==> config.mk <==
export PLATFORM = sky130hd
export DESIGN_NAME = tbl_engine
export DESIGN_NICKNAME = d
export VERILOG_FILES = /design/src/tbl_pkg_buf.sv /design/src/tbl_engine.sv
export SDC_FILE = /design/constraint.sdc
export NUM_CORES = 2
export LEC_CHECK = 0
export BUFFER_PORTS_ARGS = -buffer_cell sky130_fd_sc_hd__buf_4
export CORE_MARGIN = 2
export CORE_UTILIZATION = 40
export CTS_BUF_LIST = sky130_fd_sc_hd__clkbuf_2 sky130_fd_sc_hd__clkbuf_4 sky130_fd_sc_hd__clkbuf_8
export DETAILED_ROUTE_END_ITERATION = 10
export PLACE_DENSITY = 0.57
export SYNTH_ARGS = -nofsm -noshare
export SYNTH_HDL_FRONTEND = slang
export SYNTH_SLANG_ARGS = --single-unit
==> constraint.sdc <==
create_clock -name ref_clk -period 5 [get_ports ref_clk]
set_input_delay 0.25 -clock ref_clk [delete_from_list [all_inputs] [get_ports ref_clk]]
set_output_delay 0.25 -clock ref_clk [all_outputs]
set_load 0.02 [all_outputs]
==> src/tbl_pkg_buf.sv <==
// Shared constants of the block-link engine and its two-entry transmit buffer.
`timescale 1ns/10ps

package tbl_pkg;
  // ****************************************************************
  // Timing
  // ****************************************************************
  localparam int          CLK_NS       = 25;
  localparam int          ETU_NS_DEF   = 9300;
  localparam logic [15:0] BGT_ETU      = 16'd22;
  localparam logic [15:0] CWT_BASE_ETU = 16'd11;
  localparam logic [3:0]  CWI_MAX      = 4'h5;
  localparam logic [3:0]  BWI_DEF      = 4'h4;
  localparam int          BWT_ETU_DEF  = 15371;
  localparam int          WTX_LEAD_DEF = 1000;
  // ****************************************************************
  // Block layout and codes
  // ****************************************************************
  localparam logic [7:0]  IFS_DEF      = 8'h20;
  localparam logic [7:0]  IFS_BAD      = 8'hFF;
  localparam logic [7:0]  NAD_ZERO     = 8'h00;
  localparam logic [7:0]  TC_LRC       = 8'h00;
  localparam logic [7:0]  PCB_R_BASE   = 8'h80;
  localparam logic [7:0]  PCB_S_RESYNC = 8'hC0;
  localparam logic [7:0]  PCB_S_IFS    = 8'hC1;
  localparam logic [7:0]  PCB_S_ABORT  = 8'hC2;
  localparam logic [7:0]  PCB_S_WTX    = 8'hC3;
  localparam logic [7:0]  PCB_S_RSP    = 8'h20;
  localparam logic [7:0]  WTX_MULT     = 8'h01;
  localparam logic [3:0]  R_ERR_EDC    = 4'h1;
  localparam logic [3:0]  R_ERR_OTHER  = 4'h2;
  localparam int          PCB_NS_BIT   = 6;
  localparam int          PCB_M_BIT    = 5;
  localparam int          PCB_NR_BIT   = 4;
  localparam int          RSP_DEPTH    = 256;
  localparam int          INF_MAX      = 254;

  typedef enum logic [1:0] {BT_I, BT_R, BT_S} tbl_btype_t;

  typedef enum logic [3:0] {
    ST_NAD, ST_PCB, ST_LEN, ST_INF, ST_EDC, ST_DECIDE,
    ST_CMD, ST_WORK, ST_GUARD, ST_TX
  } tbl_state_t;

  typedef enum logic [2:0] {
    PH_NAD, PH_PCB, PH_LEN, PH_INF, PH_EDC
  } tbl_phase_t;
endpackage : tbl_pkg

module tbl_buf2
(
  input  wire logic       ref_clk,
  input  wire logic       rst_n,
  input  wire logic       in_valid,
  input  wire logic [7:0] in_data,
  output logic            in_ready,
  output logic            out_valid,
  output logic [7:0]      out_data,
  input  wire logic       out_ready
);
  typedef struct packed {
    logic [1:0] cnt;
    logic [7:0] head;
    logic [7:0] tail;
  } tbl_buf_t;

  tbl_buf_t r_reg;
  tbl_buf_t r_next;
  logic     push;
  logic     pop;

  assign in_ready  = (r_reg.cnt != 2'h2);
  assign out_valid = (r_reg.cnt != 2'h0);
  assign out_data  = r_reg.head;
  assign push      = in_valid && in_ready;
  assign pop       = out_valid && out_ready;

  // Head holds the oldest word so the output comes straight from a flop.
  always_comb
  begin
    r_next = r_reg;
    if (pop && (r_reg.cnt == 2'h2))
      r_next.head = r_reg.tail;
    if (push && ((r_reg.cnt == 2'h0) || (pop && r_reg.cnt == 2'h1)))
      r_next.head = in_data;
    else if (push)
      r_next.tail = in_data;
    r_next.cnt = 2'(r_reg.cnt + {1'b0, push} - {1'b0, pop});
  end

  always_ff @(posedge ref_clk or negedge rst_n)
  begin
    if (!rst_n)
      r_reg <= '0;
    else
      r_reg <= r_next;
  end
endmodule : tbl_buf2

==> src/tbl_engine.sv <==
// Card-side block-link engine: block receive, classify, reply and timing.
`timescale 1ns/10ps

// How it works
// - Responses longer than IFSD go out as chained I-blocks, default 32.
// - An IFS request for 255 gets an R-block with error code 2.
// - After IFSD is set to 254, a fitting response is one unchained block.
// - The announced character waiting integer sits in TB3 low nibble, 0..5.
// - Successive sent characters stay closer together than CWT.
// - Reply starts later than BGT and sooner than BWT after last received.
// - The reply window is waived right after a waiting-time extension.
// - A command arriving 22 etu after our last block is received normally.
// - Slow processing triggers a waiting-time-extension request.
// - Every announced TCi character is zero, selecting LRC.
// - Every sent block carries zero node addresses.
// - A received block with a nonzero node address gets no reply.
// - All transmission control sits in the protocol control byte.
// - I, R and S blocks are all supported.
// - IFSC defaults to 32 and is announced in TA3.
// - An accepted IFS request is echoed, and the new IFSD then holds.
module tbl_engine
#(
  parameter int ETU_NS   = tbl_pkg::ETU_NS_DEF,
  parameter int BWT_ETU  = tbl_pkg::BWT_ETU_DEF,
  parameter int WTX_LEAD = tbl_pkg::WTX_LEAD_DEF
)
(
  input  wire logic       ref_clk,
  input  wire logic       rst_n,
  input  wire logic       rx_valid,
  input  wire logic [7:0] rx_data,
  output logic            tx_valid,
  output logic [7:0]      tx_data,
  input  wire logic       tx_ready,
  output logic            cmd_valid,
  output logic [7:0]      cmd_data,
  output logic            cmd_last,
  input  wire logic       rsp_valid,
  input  wire logic [7:0] rsp_data,
  input  wire logic       rsp_last,
  output logic            rsp_ready,
  input  wire logic [3:0] cwi_cfg,
  output logic [7:0]      tb3_char,
  output logic [7:0]      tc_char,
  output logic [7:0]      ta3_char,
  output logic [7:0]      ifsd_value,
  output logic            cwt_late,
  output logic            bwt_late
);
  localparam int          ETU_CYC   = (ETU_NS + tbl_pkg::CLK_NS - 1)
                                      / tbl_pkg::CLK_NS;
  localparam logic [15:0] ETU_LAST  = 16'(ETU_CYC - 1);
  localparam logic [15:0] BWT_CNT   = 16'(BWT_ETU);
  localparam logic [15:0] WTX_CNT   = 16'(BWT_ETU - WTX_LEAD);
  localparam logic [7:0]  IFSC      = tbl_pkg::IFS_DEF;

  // ****************************************************************
  // State
  // ****************************************************************
  typedef struct packed {
    tbl_pkg::tbl_state_t st;
    tbl_pkg::tbl_phase_t ph;
    logic [15:0]         div;
    logic [15:0]         since_rx;
    logic [15:0]         since_tx;
    logic [7:0]          nad;
    logic [7:0]          pcb;
    logic [7:0]          len;
    logic [7:0]          idx;
    logic [7:0]          lrc;
    logic                lrc_bad;
    logic [7:0]          ifsd;
    logic                own_ns;
    logic                peer_nr;
    logic                exempt;
    logic                wtx_wait;
    logic [8:0]          rsp_len;
    logic [8:0]          rsp_ptr;
    logic                rsp_done;
    logic [7:0]          tx_pcb;
    logic [7:0]          tx_len;
    logic                tx_mem;
    logic [7:0]          tx_one;
    logic [7:0]          tx_idx;
    logic [7:0]          tx_lrc;
    logic                cmd_valid;
    logic [7:0]          cmd_data;
    logic                cmd_last;
    logic                rsp_rdy;
    logic [7:0]          tb3;
    logic                cwt_late;
    logic                bwt_late;
  } tbl_eng_t;

  tbl_eng_t    r_reg;
  tbl_eng_t    r_next;
  logic [7:0]  rx_mem  [0:tbl_pkg::INF_MAX-1];
  logic [7:0]  rsp_mem [0:tbl_pkg::RSP_DEPTH-1];
  logic        etu_tick;
  logic        push_valid;
  logic [7:0]  push_data;
  logic        push_ready;
  logic [15:0] cwt_cnt;
  logic [8:0]  remain;
  logic [3:0]  cwi_ok;

  function automatic logic [7:0] r_block(input logic nr, input logic [3:0] c);
    r_block = tbl_pkg::PCB_R_BASE | {3'h0, nr, c};
  endfunction : r_block

  function automatic tbl_pkg::tbl_btype_t btype(input logic [7:0] pcb);
    if (!pcb[7])
      btype = tbl_pkg::BT_I;
    else if (!pcb[6])
      btype = tbl_pkg::BT_R;
    else
      btype = tbl_pkg::BT_S;
  endfunction : btype

  assign etu_tick = (r_reg.div == ETU_LAST);
  assign cwi_ok   = (cwi_cfg > tbl_pkg::CWI_MAX) ? tbl_pkg::CWI_MAX
                                                 : cwi_cfg;
  assign cwt_cnt  = tbl_pkg::CWT_BASE_ETU + (16'h0001 << cwi_ok);
  assign remain   = r_reg.rsp_len - r_reg.rsp_ptr;

  always_comb
  begin
    push_valid = (r_reg.st == tbl_pkg::ST_TX);
    case (r_reg.ph)
      tbl_pkg::PH_NAD: push_data = tbl_pkg::NAD_ZERO;
      tbl_pkg::PH_PCB: push_data = r_reg.tx_pcb;
      tbl_pkg::PH_LEN: push_data = r_reg.tx_len;
      tbl_pkg::PH_INF: push_data = r_reg.tx_mem
          ? rsp_mem[8'(r_reg.rsp_ptr + {1'b0, r_reg.tx_idx})] : r_reg.tx_one;
      default:         push_data = r_reg.tx_lrc;
    endcase
  end

  // ****************************************************************
  // Next state
  // ****************************************************************
  always_comb
  begin
    r_next           = r_reg;
    r_next.cmd_valid = 1'b0;
    r_next.cmd_last  = 1'b0;
    r_next.tb3       = {tbl_pkg::BWI_DEF, cwi_ok};
    r_next.div       = etu_tick ? 16'h0000 : 16'(r_reg.div + 16'h0001);
    if (etu_tick && r_reg.since_rx != 16'hFFFF)
      r_next.since_rx = 16'(r_reg.since_rx + 16'h0001);
    if (etu_tick && r_reg.since_tx != 16'hFFFF)
      r_next.since_tx = 16'(r_reg.since_tx + 16'h0001);
    if (rx_valid)
      r_next.since_rx = 16'h0000;

    case (r_reg.st)
      // Any idle moment listens, so a command 22 etu after a reply is taken.
      tbl_pkg::ST_NAD:
        if (rx_valid)
        begin
          r_next.nad = rx_data;
          r_next.lrc = rx_data;
          r_next.st  = tbl_pkg::ST_PCB;
        end
      tbl_pkg::ST_PCB, tbl_pkg::ST_LEN, tbl_pkg::ST_INF, tbl_pkg::ST_EDC:
        if (rx_valid)
        begin
          r_next.lrc = r_reg.lrc ^ rx_data;
          r_next.idx = 8'(r_reg.idx + 8'h01);
          if (r_reg.st == tbl_pkg::ST_PCB)
          begin
            r_next.pcb = rx_data;
            r_next.st  = tbl_pkg::ST_LEN;
          end
          else if (r_reg.st == tbl_pkg::ST_LEN)
          begin
            r_next.len = rx_data;
            r_next.idx = 8'h00;
            r_next.st  = (rx_data == 8'h00) ? tbl_pkg::ST_EDC
                                            : tbl_pkg::ST_INF;
          end
          else if (r_reg.st == tbl_pkg::ST_INF)
          begin
            if (r_reg.idx == 8'(r_reg.len - 8'h01))
              r_next.st = tbl_pkg::ST_EDC;
          end
          else
          begin
            r_next.lrc_bad = ((r_reg.lrc ^ rx_data) != 8'h00);
            r_next.st      = tbl_pkg::ST_DECIDE;
          end
        end
        else if (r_reg.since_rx > cwt_cnt)
          r_next.st = r_reg.wtx_wait ? tbl_pkg::ST_WORK : tbl_pkg::ST_NAD;
      tbl_pkg::ST_DECIDE:
      begin
        r_next.st     = tbl_pkg::ST_GUARD;
        r_next.tx_mem = 1'b0;
        r_next.tx_len = 8'h00;
        r_next.idx    = 8'h00;
        if (r_reg.nad != tbl_pkg::NAD_ZERO)
          r_next.st = r_reg.wtx_wait ? tbl_pkg::ST_WORK : tbl_pkg::ST_NAD;
        else if (r_reg.lrc_bad)
          r_next.tx_pcb = r_block(r_reg.peer_nr, tbl_pkg::R_ERR_EDC);
        else
          case (btype(r_reg.pcb))
            tbl_pkg::BT_I:
              if (r_reg.len > IFSC)
                r_next.tx_pcb = r_block(r_reg.peer_nr, tbl_pkg::R_ERR_OTHER);
              else
              begin
                r_next.peer_nr = ~r_reg.pcb[tbl_pkg::PCB_NS_BIT];
                r_next.st      = tbl_pkg::ST_CMD;
              end
            tbl_pkg::BT_R:
              if (r_reg.rsp_ptr < r_reg.rsp_len)
                r_next.st = tbl_pkg::ST_WORK;
              else
                r_next.tx_pcb = r_block(r_reg.peer_nr, tbl_pkg::R_ERR_OTHER);
            default:
              if (r_reg.pcb == tbl_pkg::PCB_S_IFS)
              begin
                if (r_reg.len != 8'h01 || rx_mem[0] == tbl_pkg::IFS_BAD
                    || rx_mem[0] == 8'h00)
                  r_next.tx_pcb = r_block(r_reg.peer_nr,
                                          tbl_pkg::R_ERR_OTHER);
                else
                begin
                  r_next.ifsd   = rx_mem[0];
                  r_next.tx_pcb = r_reg.pcb | tbl_pkg::PCB_S_RSP;
                  r_next.tx_one = rx_mem[0];
                  r_next.tx_len = 8'h01;
                end
              end
              else if (r_reg.pcb == (tbl_pkg::PCB_S_WTX | tbl_pkg::PCB_S_RSP)
                       && r_reg.wtx_wait)
              begin
                r_next.exempt = 1'b1;
                r_next.st     = tbl_pkg::ST_WORK;
                r_next.rsp_rdy = 1'b1;
              end
              else if (r_reg.pcb == tbl_pkg::PCB_S_RESYNC
                       || r_reg.pcb == tbl_pkg::PCB_S_ABORT)
              begin
                r_next.tx_pcb  = r_reg.pcb | tbl_pkg::PCB_S_RSP;
                r_next.rsp_len = 9'h000;
                r_next.rsp_ptr = 9'h000;
                if (r_reg.pcb == tbl_pkg::PCB_S_RESYNC)
                begin
                  r_next.ifsd    = tbl_pkg::IFS_DEF;
                  r_next.own_ns  = 1'b0;
                  r_next.peer_nr = 1'b0;
                end
              end
              else
                r_next.tx_pcb = r_block(r_reg.peer_nr, tbl_pkg::R_ERR_OTHER);
          endcase
      end
      tbl_pkg::ST_CMD:
      begin
        r_next.cmd_valid = 1'b1;
        r_next.cmd_data  = rx_mem[r_reg.idx];
        r_next.idx       = 8'(r_reg.idx + 8'h01);
        if (r_reg.idx == 8'(r_reg.len - 8'h01) || r_reg.len == 8'h00)
        begin
          r_next.cmd_valid = (r_reg.len != 8'h00);
          r_next.cmd_last  = !r_reg.pcb[tbl_pkg::PCB_M_BIT];
          r_next.rsp_len   = 9'h000;
          r_next.rsp_ptr   = 9'h000;
          r_next.rsp_done  = 1'b0;
          r_next.rsp_rdy   = !r_reg.pcb[tbl_pkg::PCB_M_BIT];
          r_next.st        = tbl_pkg::ST_WORK;
          if (r_reg.pcb[tbl_pkg::PCB_M_BIT])
          begin
            r_next.tx_pcb = r_block(~r_reg.pcb[tbl_pkg::PCB_NS_BIT], 4'h0);
            r_next.st     = tbl_pkg::ST_GUARD;
          end
        end
      end
      tbl_pkg::ST_WORK:
      begin
        r_next.wtx_wait = 1'b0;
        if (r_reg.rsp_rdy && rsp_valid)
        begin
          r_next.rsp_len = 9'(r_reg.rsp_len + 9'h001);
          r_next.rsp_done = rsp_last;
          r_next.rsp_rdy  = !rsp_last
                            && (r_reg.rsp_len != 9'(tbl_pkg::RSP_DEPTH - 1));
          if (r_reg.rsp_len == 9'(tbl_pkg::RSP_DEPTH - 1))
            r_next.rsp_done = 1'b1;
        end
        else if (r_reg.rsp_done)
        begin
          r_next.rsp_rdy = 1'b0;
          r_next.tx_mem  = 1'b1;
          r_next.tx_idx  = 8'h00;
          r_next.tx_len  = (remain > {1'b0, r_reg.ifsd}) ? r_reg.ifsd
                                                         : remain[7:0];
          r_next.tx_pcb  = {1'b0, r_reg.own_ns,
                            (remain > {1'b0, r_reg.ifsd}), 5'h00};
          r_next.st      = tbl_pkg::ST_GUARD;
        end
        else if (r_reg.since_rx >= WTX_CNT)
        begin
          r_next.tx_pcb   = tbl_pkg::PCB_S_WTX;
          r_next.tx_one   = tbl_pkg::WTX_MULT;
          r_next.tx_len   = 8'h01;
          r_next.tx_mem   = 1'b0;
          r_next.wtx_wait = 1'b1;
          r_next.rsp_rdy  = 1'b0;
          r_next.st       = tbl_pkg::ST_GUARD;
        end
      end
      tbl_pkg::ST_GUARD:
        if (r_reg.exempt || r_reg.since_rx > tbl_pkg::BGT_ETU)
        begin
          r_next.bwt_late = !r_reg.exempt && (r_reg.since_rx >= BWT_CNT);
          r_next.ph       = tbl_pkg::PH_NAD;
          r_next.tx_lrc   = 8'h00;
          r_next.since_tx = 16'h0000;
          r_next.st       = tbl_pkg::ST_TX;
        end
      tbl_pkg::ST_TX:
      begin
        if (r_reg.since_tx >= cwt_cnt)
          r_next.cwt_late = 1'b1;
        // Bytes come from local storage, so pushes wait only on room in the buffer.
        if (push_ready)
        begin
          r_next.since_tx = 16'h0000;
          r_next.tx_lrc   = r_reg.tx_lrc ^ push_data;
          case (r_reg.ph)
            tbl_pkg::PH_NAD: r_next.ph = tbl_pkg::PH_PCB;
            tbl_pkg::PH_PCB: r_next.ph = tbl_pkg::PH_LEN;
            tbl_pkg::PH_LEN: r_next.ph = (r_reg.tx_len == 8'h00)
                                         ? tbl_pkg::PH_EDC : tbl_pkg::PH_INF;
            tbl_pkg::PH_INF:
            begin
              r_next.tx_idx = 8'(r_reg.tx_idx + 8'h01);
              if (r_reg.tx_idx == 8'(r_reg.tx_len - 8'h01))
                r_next.ph = tbl_pkg::PH_EDC;
            end
            default:
            begin
              r_next.exempt = 1'b0;
              r_next.st     = tbl_pkg::ST_NAD;
              if (r_reg.tx_mem)
              begin
                r_next.own_ns  = ~r_reg.own_ns;
                r_next.rsp_ptr = 9'(r_reg.rsp_ptr + {1'b0, r_reg.tx_len});
                r_next.rsp_done = 1'b0;
                if (!r_reg.tx_pcb[tbl_pkg::PCB_M_BIT])
                begin
                  r_next.rsp_len  = 9'h000;
                  r_next.rsp_ptr  = 9'h000;
                end
              end
            end
          endcase
        end
      end
      default: r_next.st = tbl_pkg::ST_NAD;
    endcase
    // After a chained block the rest is released by the terminal's R-block.
    if (r_reg.st == tbl_pkg::ST_DECIDE && btype(r_reg.pcb) == tbl_pkg::BT_R
        && r_reg.nad == tbl_pkg::NAD_ZERO && !r_reg.lrc_bad
        && r_reg.rsp_ptr < r_reg.rsp_len)
      r_next.rsp_done = 1'b1;
  end

  always_ff @(posedge ref_clk or negedge rst_n)
  begin
    if (!rst_n)
    begin
      r_reg      <= '0;
      r_reg.ifsd <= tbl_pkg::IFS_DEF;
    end
    else
      r_reg <= r_next;
  end

  // Storage arrays carry no reset; every read is guarded by a length.
  always_ff @(posedge ref_clk)
  begin
    if (r_reg.st == tbl_pkg::ST_INF && rx_valid)
      rx_mem[r_reg.idx] <= rx_data;
    if (r_reg.st == tbl_pkg::ST_WORK && r_reg.rsp_rdy && rsp_valid)
      rsp_mem[r_reg.rsp_len[7:0]] <= rsp_data;
  end

  // ****************************************************************
  // Transmit buffer and outputs
  // ****************************************************************
  logic buf_in_ready;

  tbl_buf2 u_buf
  (
    .ref_clk   (ref_clk),
    .rst_n     (rst_n),
    .in_valid  (push_valid),
    .in_data   (push_data),
    .in_ready  (buf_in_ready),
    .out_valid (tx_valid),
    .out_data  (tx_data),
    .out_ready (tx_ready)
  );

  assign push_ready = push_valid && buf_in_ready;
  assign cmd_valid  = r_reg.cmd_valid;
  assign cmd_data   = r_reg.cmd_data;
  assign cmd_last   = r_reg.cmd_last;
  assign rsp_ready  = r_reg.rsp_rdy;
  assign tb3_char   = r_reg.tb3;
  assign tc_char    = tbl_pkg::TC_LRC;
  assign ta3_char   = IFSC;
  assign ifsd_value = r_reg.ifsd;
  assign cwt_late   = r_reg.cwt_late;
  assign bwt_late   = r_reg.bwt_late;
endmodule : tbl_engine

==> impl_metrics.ini <==
[critical_path]
r2r_slack_ns = 0.21
start_kind = flop
critPathLaunch = r_reg[29]
worstPathArrival_ns = 5.87
r2r-end = r_reg[23]
crit_fanout = 6
timing.rr.start = r_reg[29]
critPathKind = flop to flop
end_kind = flop
crit_required_ns = 6.08
rr_worst_depth = 12
crit_end = r_reg[23]

[cts]
clock_latency_ns = 1.23
cts_max_path_buffers = 4
cts_sinks = 4284
clk_pin_slew_worst_paths_ns = 0.06
clock-root-buffer = clkbuf_8
cts_tree = done
h-tree-depth = 6
numCtsBuffers = 689

[synthesis]
postSynthAreaPerCell_sq_um = 20.2
netlist_top_cells_area = edfxtp_1, mux4_2, dfrtp_1
synthArstFlopShare_pct = 4.76
synth_area_sq_mm = 0.172
ys_warn_count = 0
synth_cell_types = 86
syn_inst = 8520
seq_area_frac_synth_pct = 74.3
yosysMostFrequentCell = edfxtp_1
synthTopCellsByCount = edfxtp_1, mux4_2, nor2_1
synth_seq_cells = 4284
synth_edf_count = 4080
synth_top_area_share_pct = 71.4
synthFlopType = edfxtp_1
synth_largest_area_cell = edfxtp_1

[power_and_ir_drop]
power_density_mw_per_mm2 = 422
pwr-share-comb_pct = 14.5
p_sw_uw = 21100
internal_power_uw = 60800
switching_share_pct = 25.7
power_frac_clock_pct = 36.4
p_leak_uw = 0.0599
irDropWorstVdd_mv = 0.349
seqPwrFrac_pct = 49.1

[detailed_routing]
wl_per_cell_um = 29.9
drcViolationCount = 0
vias_per_cell = 5.79
drtIter0Drc = 10938
dr.pass1.iters = 6
ant_nets = 0
vias = 88881
wl_mm = 459

[placed_design]
place_area_sq_mm = 0.180
routabilityCongestion = 0.869
io_buffers = 60
place_hpwl_mm = 281

[die]
chipHeight_um = 659
io_pins = 80
die_x_um = 659
core.rowCount = 240
die-area_sq_mm = 0.434
start_util_pct = 40.2
core_area_sq_mm = 0.427

[timing]
finalCritPeriodShare_pct = 95.7
tns_ns = 0
setup_viol_count_final = 0
worstMarginPinSlew_ns = 1.47
slew_violations = 0
clock.fmax_mhz = 209
hold_violations = 0
relSlewSlack_pct = 1.96
skew_ns = 0.0894
rsz0062_at_grt = false
timing.final.crit_period_ns = 4.79

[run]
cap_viol_max_count = 0

[global_routing]
grt_start_max_net_pins = 180
first_global_vias = 90126
grt_pass1_wl_mm = 659
antenna_found_initial = 22
grt_overflow = 0
grt_usage_pct = 20.8

[status]
outcome = finished clean

[cells_and_area]
regArea_sq_mm = 0.128
synthToLayoutAreaGrowth_pct = 13.0
fillCellCount = 35935
fin_area_sq_mm = 0.194
drive_gt1_share_pct = 28.9
fin_nets = 9244
largest_register_ffs = 2048
multiInputGateArea_sq_mm = 0.0411

[min_path]
hold_path.class = input port to flop
-- placed cells by master, fill, tap and decap left out, drive strengths merged, types with 14 or more instances in the layout --
| master | count |
|---|---|
| nand3 | 367 |
| nor2 | 658 |
| a22oi | 27 |
| nand2 | 226 |
| conb | 37 |
| mux2 | 57 |
| nor3 | 47 |
| nor4 | 22 |
| o21ai | 183 |
| nor2b | 47 |
| a211oi | 30 |
| mux2i | 45 |
| xnor2 | 59 |
| or3 | 17 |
| mux4 | 1192 |
| dlygate4sd3 | 39 |
| ha | 81 |
| a21oi | 108 |
| a21o | 15 |
| xor2 | 35 |
| buf | 387 |
| and3 | 31 |
| nand2b | 25 |
| o22ai | 25 |
| and4 | 23 |
| nand4 | 77 |
| a221oi | 14 |
| edfxtp | 4080 |
| dfrtp | 203 |
| bufinv | 14 |
| inv | 98 |
| clkbuf | 961 |
| clkinv | 210 |
-- layout make-up --
| class | instances | share of cell area (%) |
|---|---|---|
| sequential | 4284 | 65.8 |
| multi-input combinational | 3655 | 21.2 |
| clock buffer | 951 | 5.97 |
| tap | 5687 | 3.67 |
| timing repair buffer | 436 | 2.22 |
| clock inverter | 267 | 0.968 |
| inverter | 68 | 0.132 |
| antenna | 13 | 0.0168 |
-- logic make-up (layout without fill, tap and decap cells) --
family	Yosys count	after routing	share of synthesized area [%]
other	2	50	0.00437
AND/OR/NAND/NOR	1597	1597	4.34
XOR/XNOR	94	94	0.480
adder cells (fa/ha/maj)	84	84	0.625
AO/OA/AOI/OAI	549	549	2.07
buffers and inverters	616	1722	1.87
multiplexers	1294	1294	16.3
flip-flops	4284	4284	74.3
-- metrics by stage --
stage / util [%] / setup WS (ns) / total power, uW / hold WS [ns] / cells
6_report: 45.4 / 0.213 / 81900 / 0.108 / 15361
5_1_grt: 45.4 / 0.119 / 84600 / 0.0686 / 15352
4_1_cts: 45.4 / 0.187 / 82500 / 0.00953 / 15348
3_5_place_dp: 42.1 / 0.00498 / 52900 / 0.425 / 14089
3_3_place_gp: 42.1 / 0.0133 / 52800 / 0.407 / 14089
2_1_floorplan: - / 1.38 / 48500 / -0.0456 / 8555
-- how the worst min path moves through the flow --
stage | start | end | slack, ns | cells past startpoint
after global placement | rst_n | r_reg[140] | 0.41 | 1
after floorplan | rst_n | bwt_late | -0.05 | 0
final | rx_data[6] | rx_mem[204][6] | 0.11 | 2
after global routing | rx_data[5] | rx_mem[212][5] | 0.07 | 3
after detailed placement | rst_n | r_reg[139] | 0.43 | 1
after CTS | rx_data[5] | rx_mem[212][5] | 0.01 | 3
-- worst max-delay path, stage by stage, from the launching register on --
cell and delay, ns:
dfrtp_1 0.48, ha_4 0.23, fa_4 0.48, a211o_1 0.38, a2111oi_2 0.46, or3_1 0.37, o21ai_2 0.22, nor3_2 0.66
a21boi_0 0.62, nor4b_2 0.18, buf_4 0.19, a211oi_1 0.31, nor3b_2 0.09
-- power groups by stage --
stage	sequential [uW]	combinational, uW	clock (uW)
4_1_cts	40200	12000	30300
6_report	40200	11900	29800
2_1_floorplan	40500	7990	0
3_3_place_gp	40900	11800	0
5_1_grt	40200	12600	31800
3_5_place_dp	41000	11900	0
-- metal layers --
layer / up-vias / global-route usage [%] / part of all wire, %
li1: 36364 / - / -
met1: 47705 / 30.3 / 43
met2: 4098 / 32.4 / 47
met3: 712 / 3.83 / 8.1
met4: 2 / 5.62 / 2.5
met5: - / 0 / 0.0028
-- repair_timing --
action                     4_1_cts  5_1_grt
hold endpoints to repair      2719        0
pin swaps                        0        0
setup endpoints to repair        1        2
gates resized for setup          1        1
cloned                           0        0
hold buffers                    41        0
buffers inserted                 0        0
Note: power is estimated with default switching activity, not from simulation.
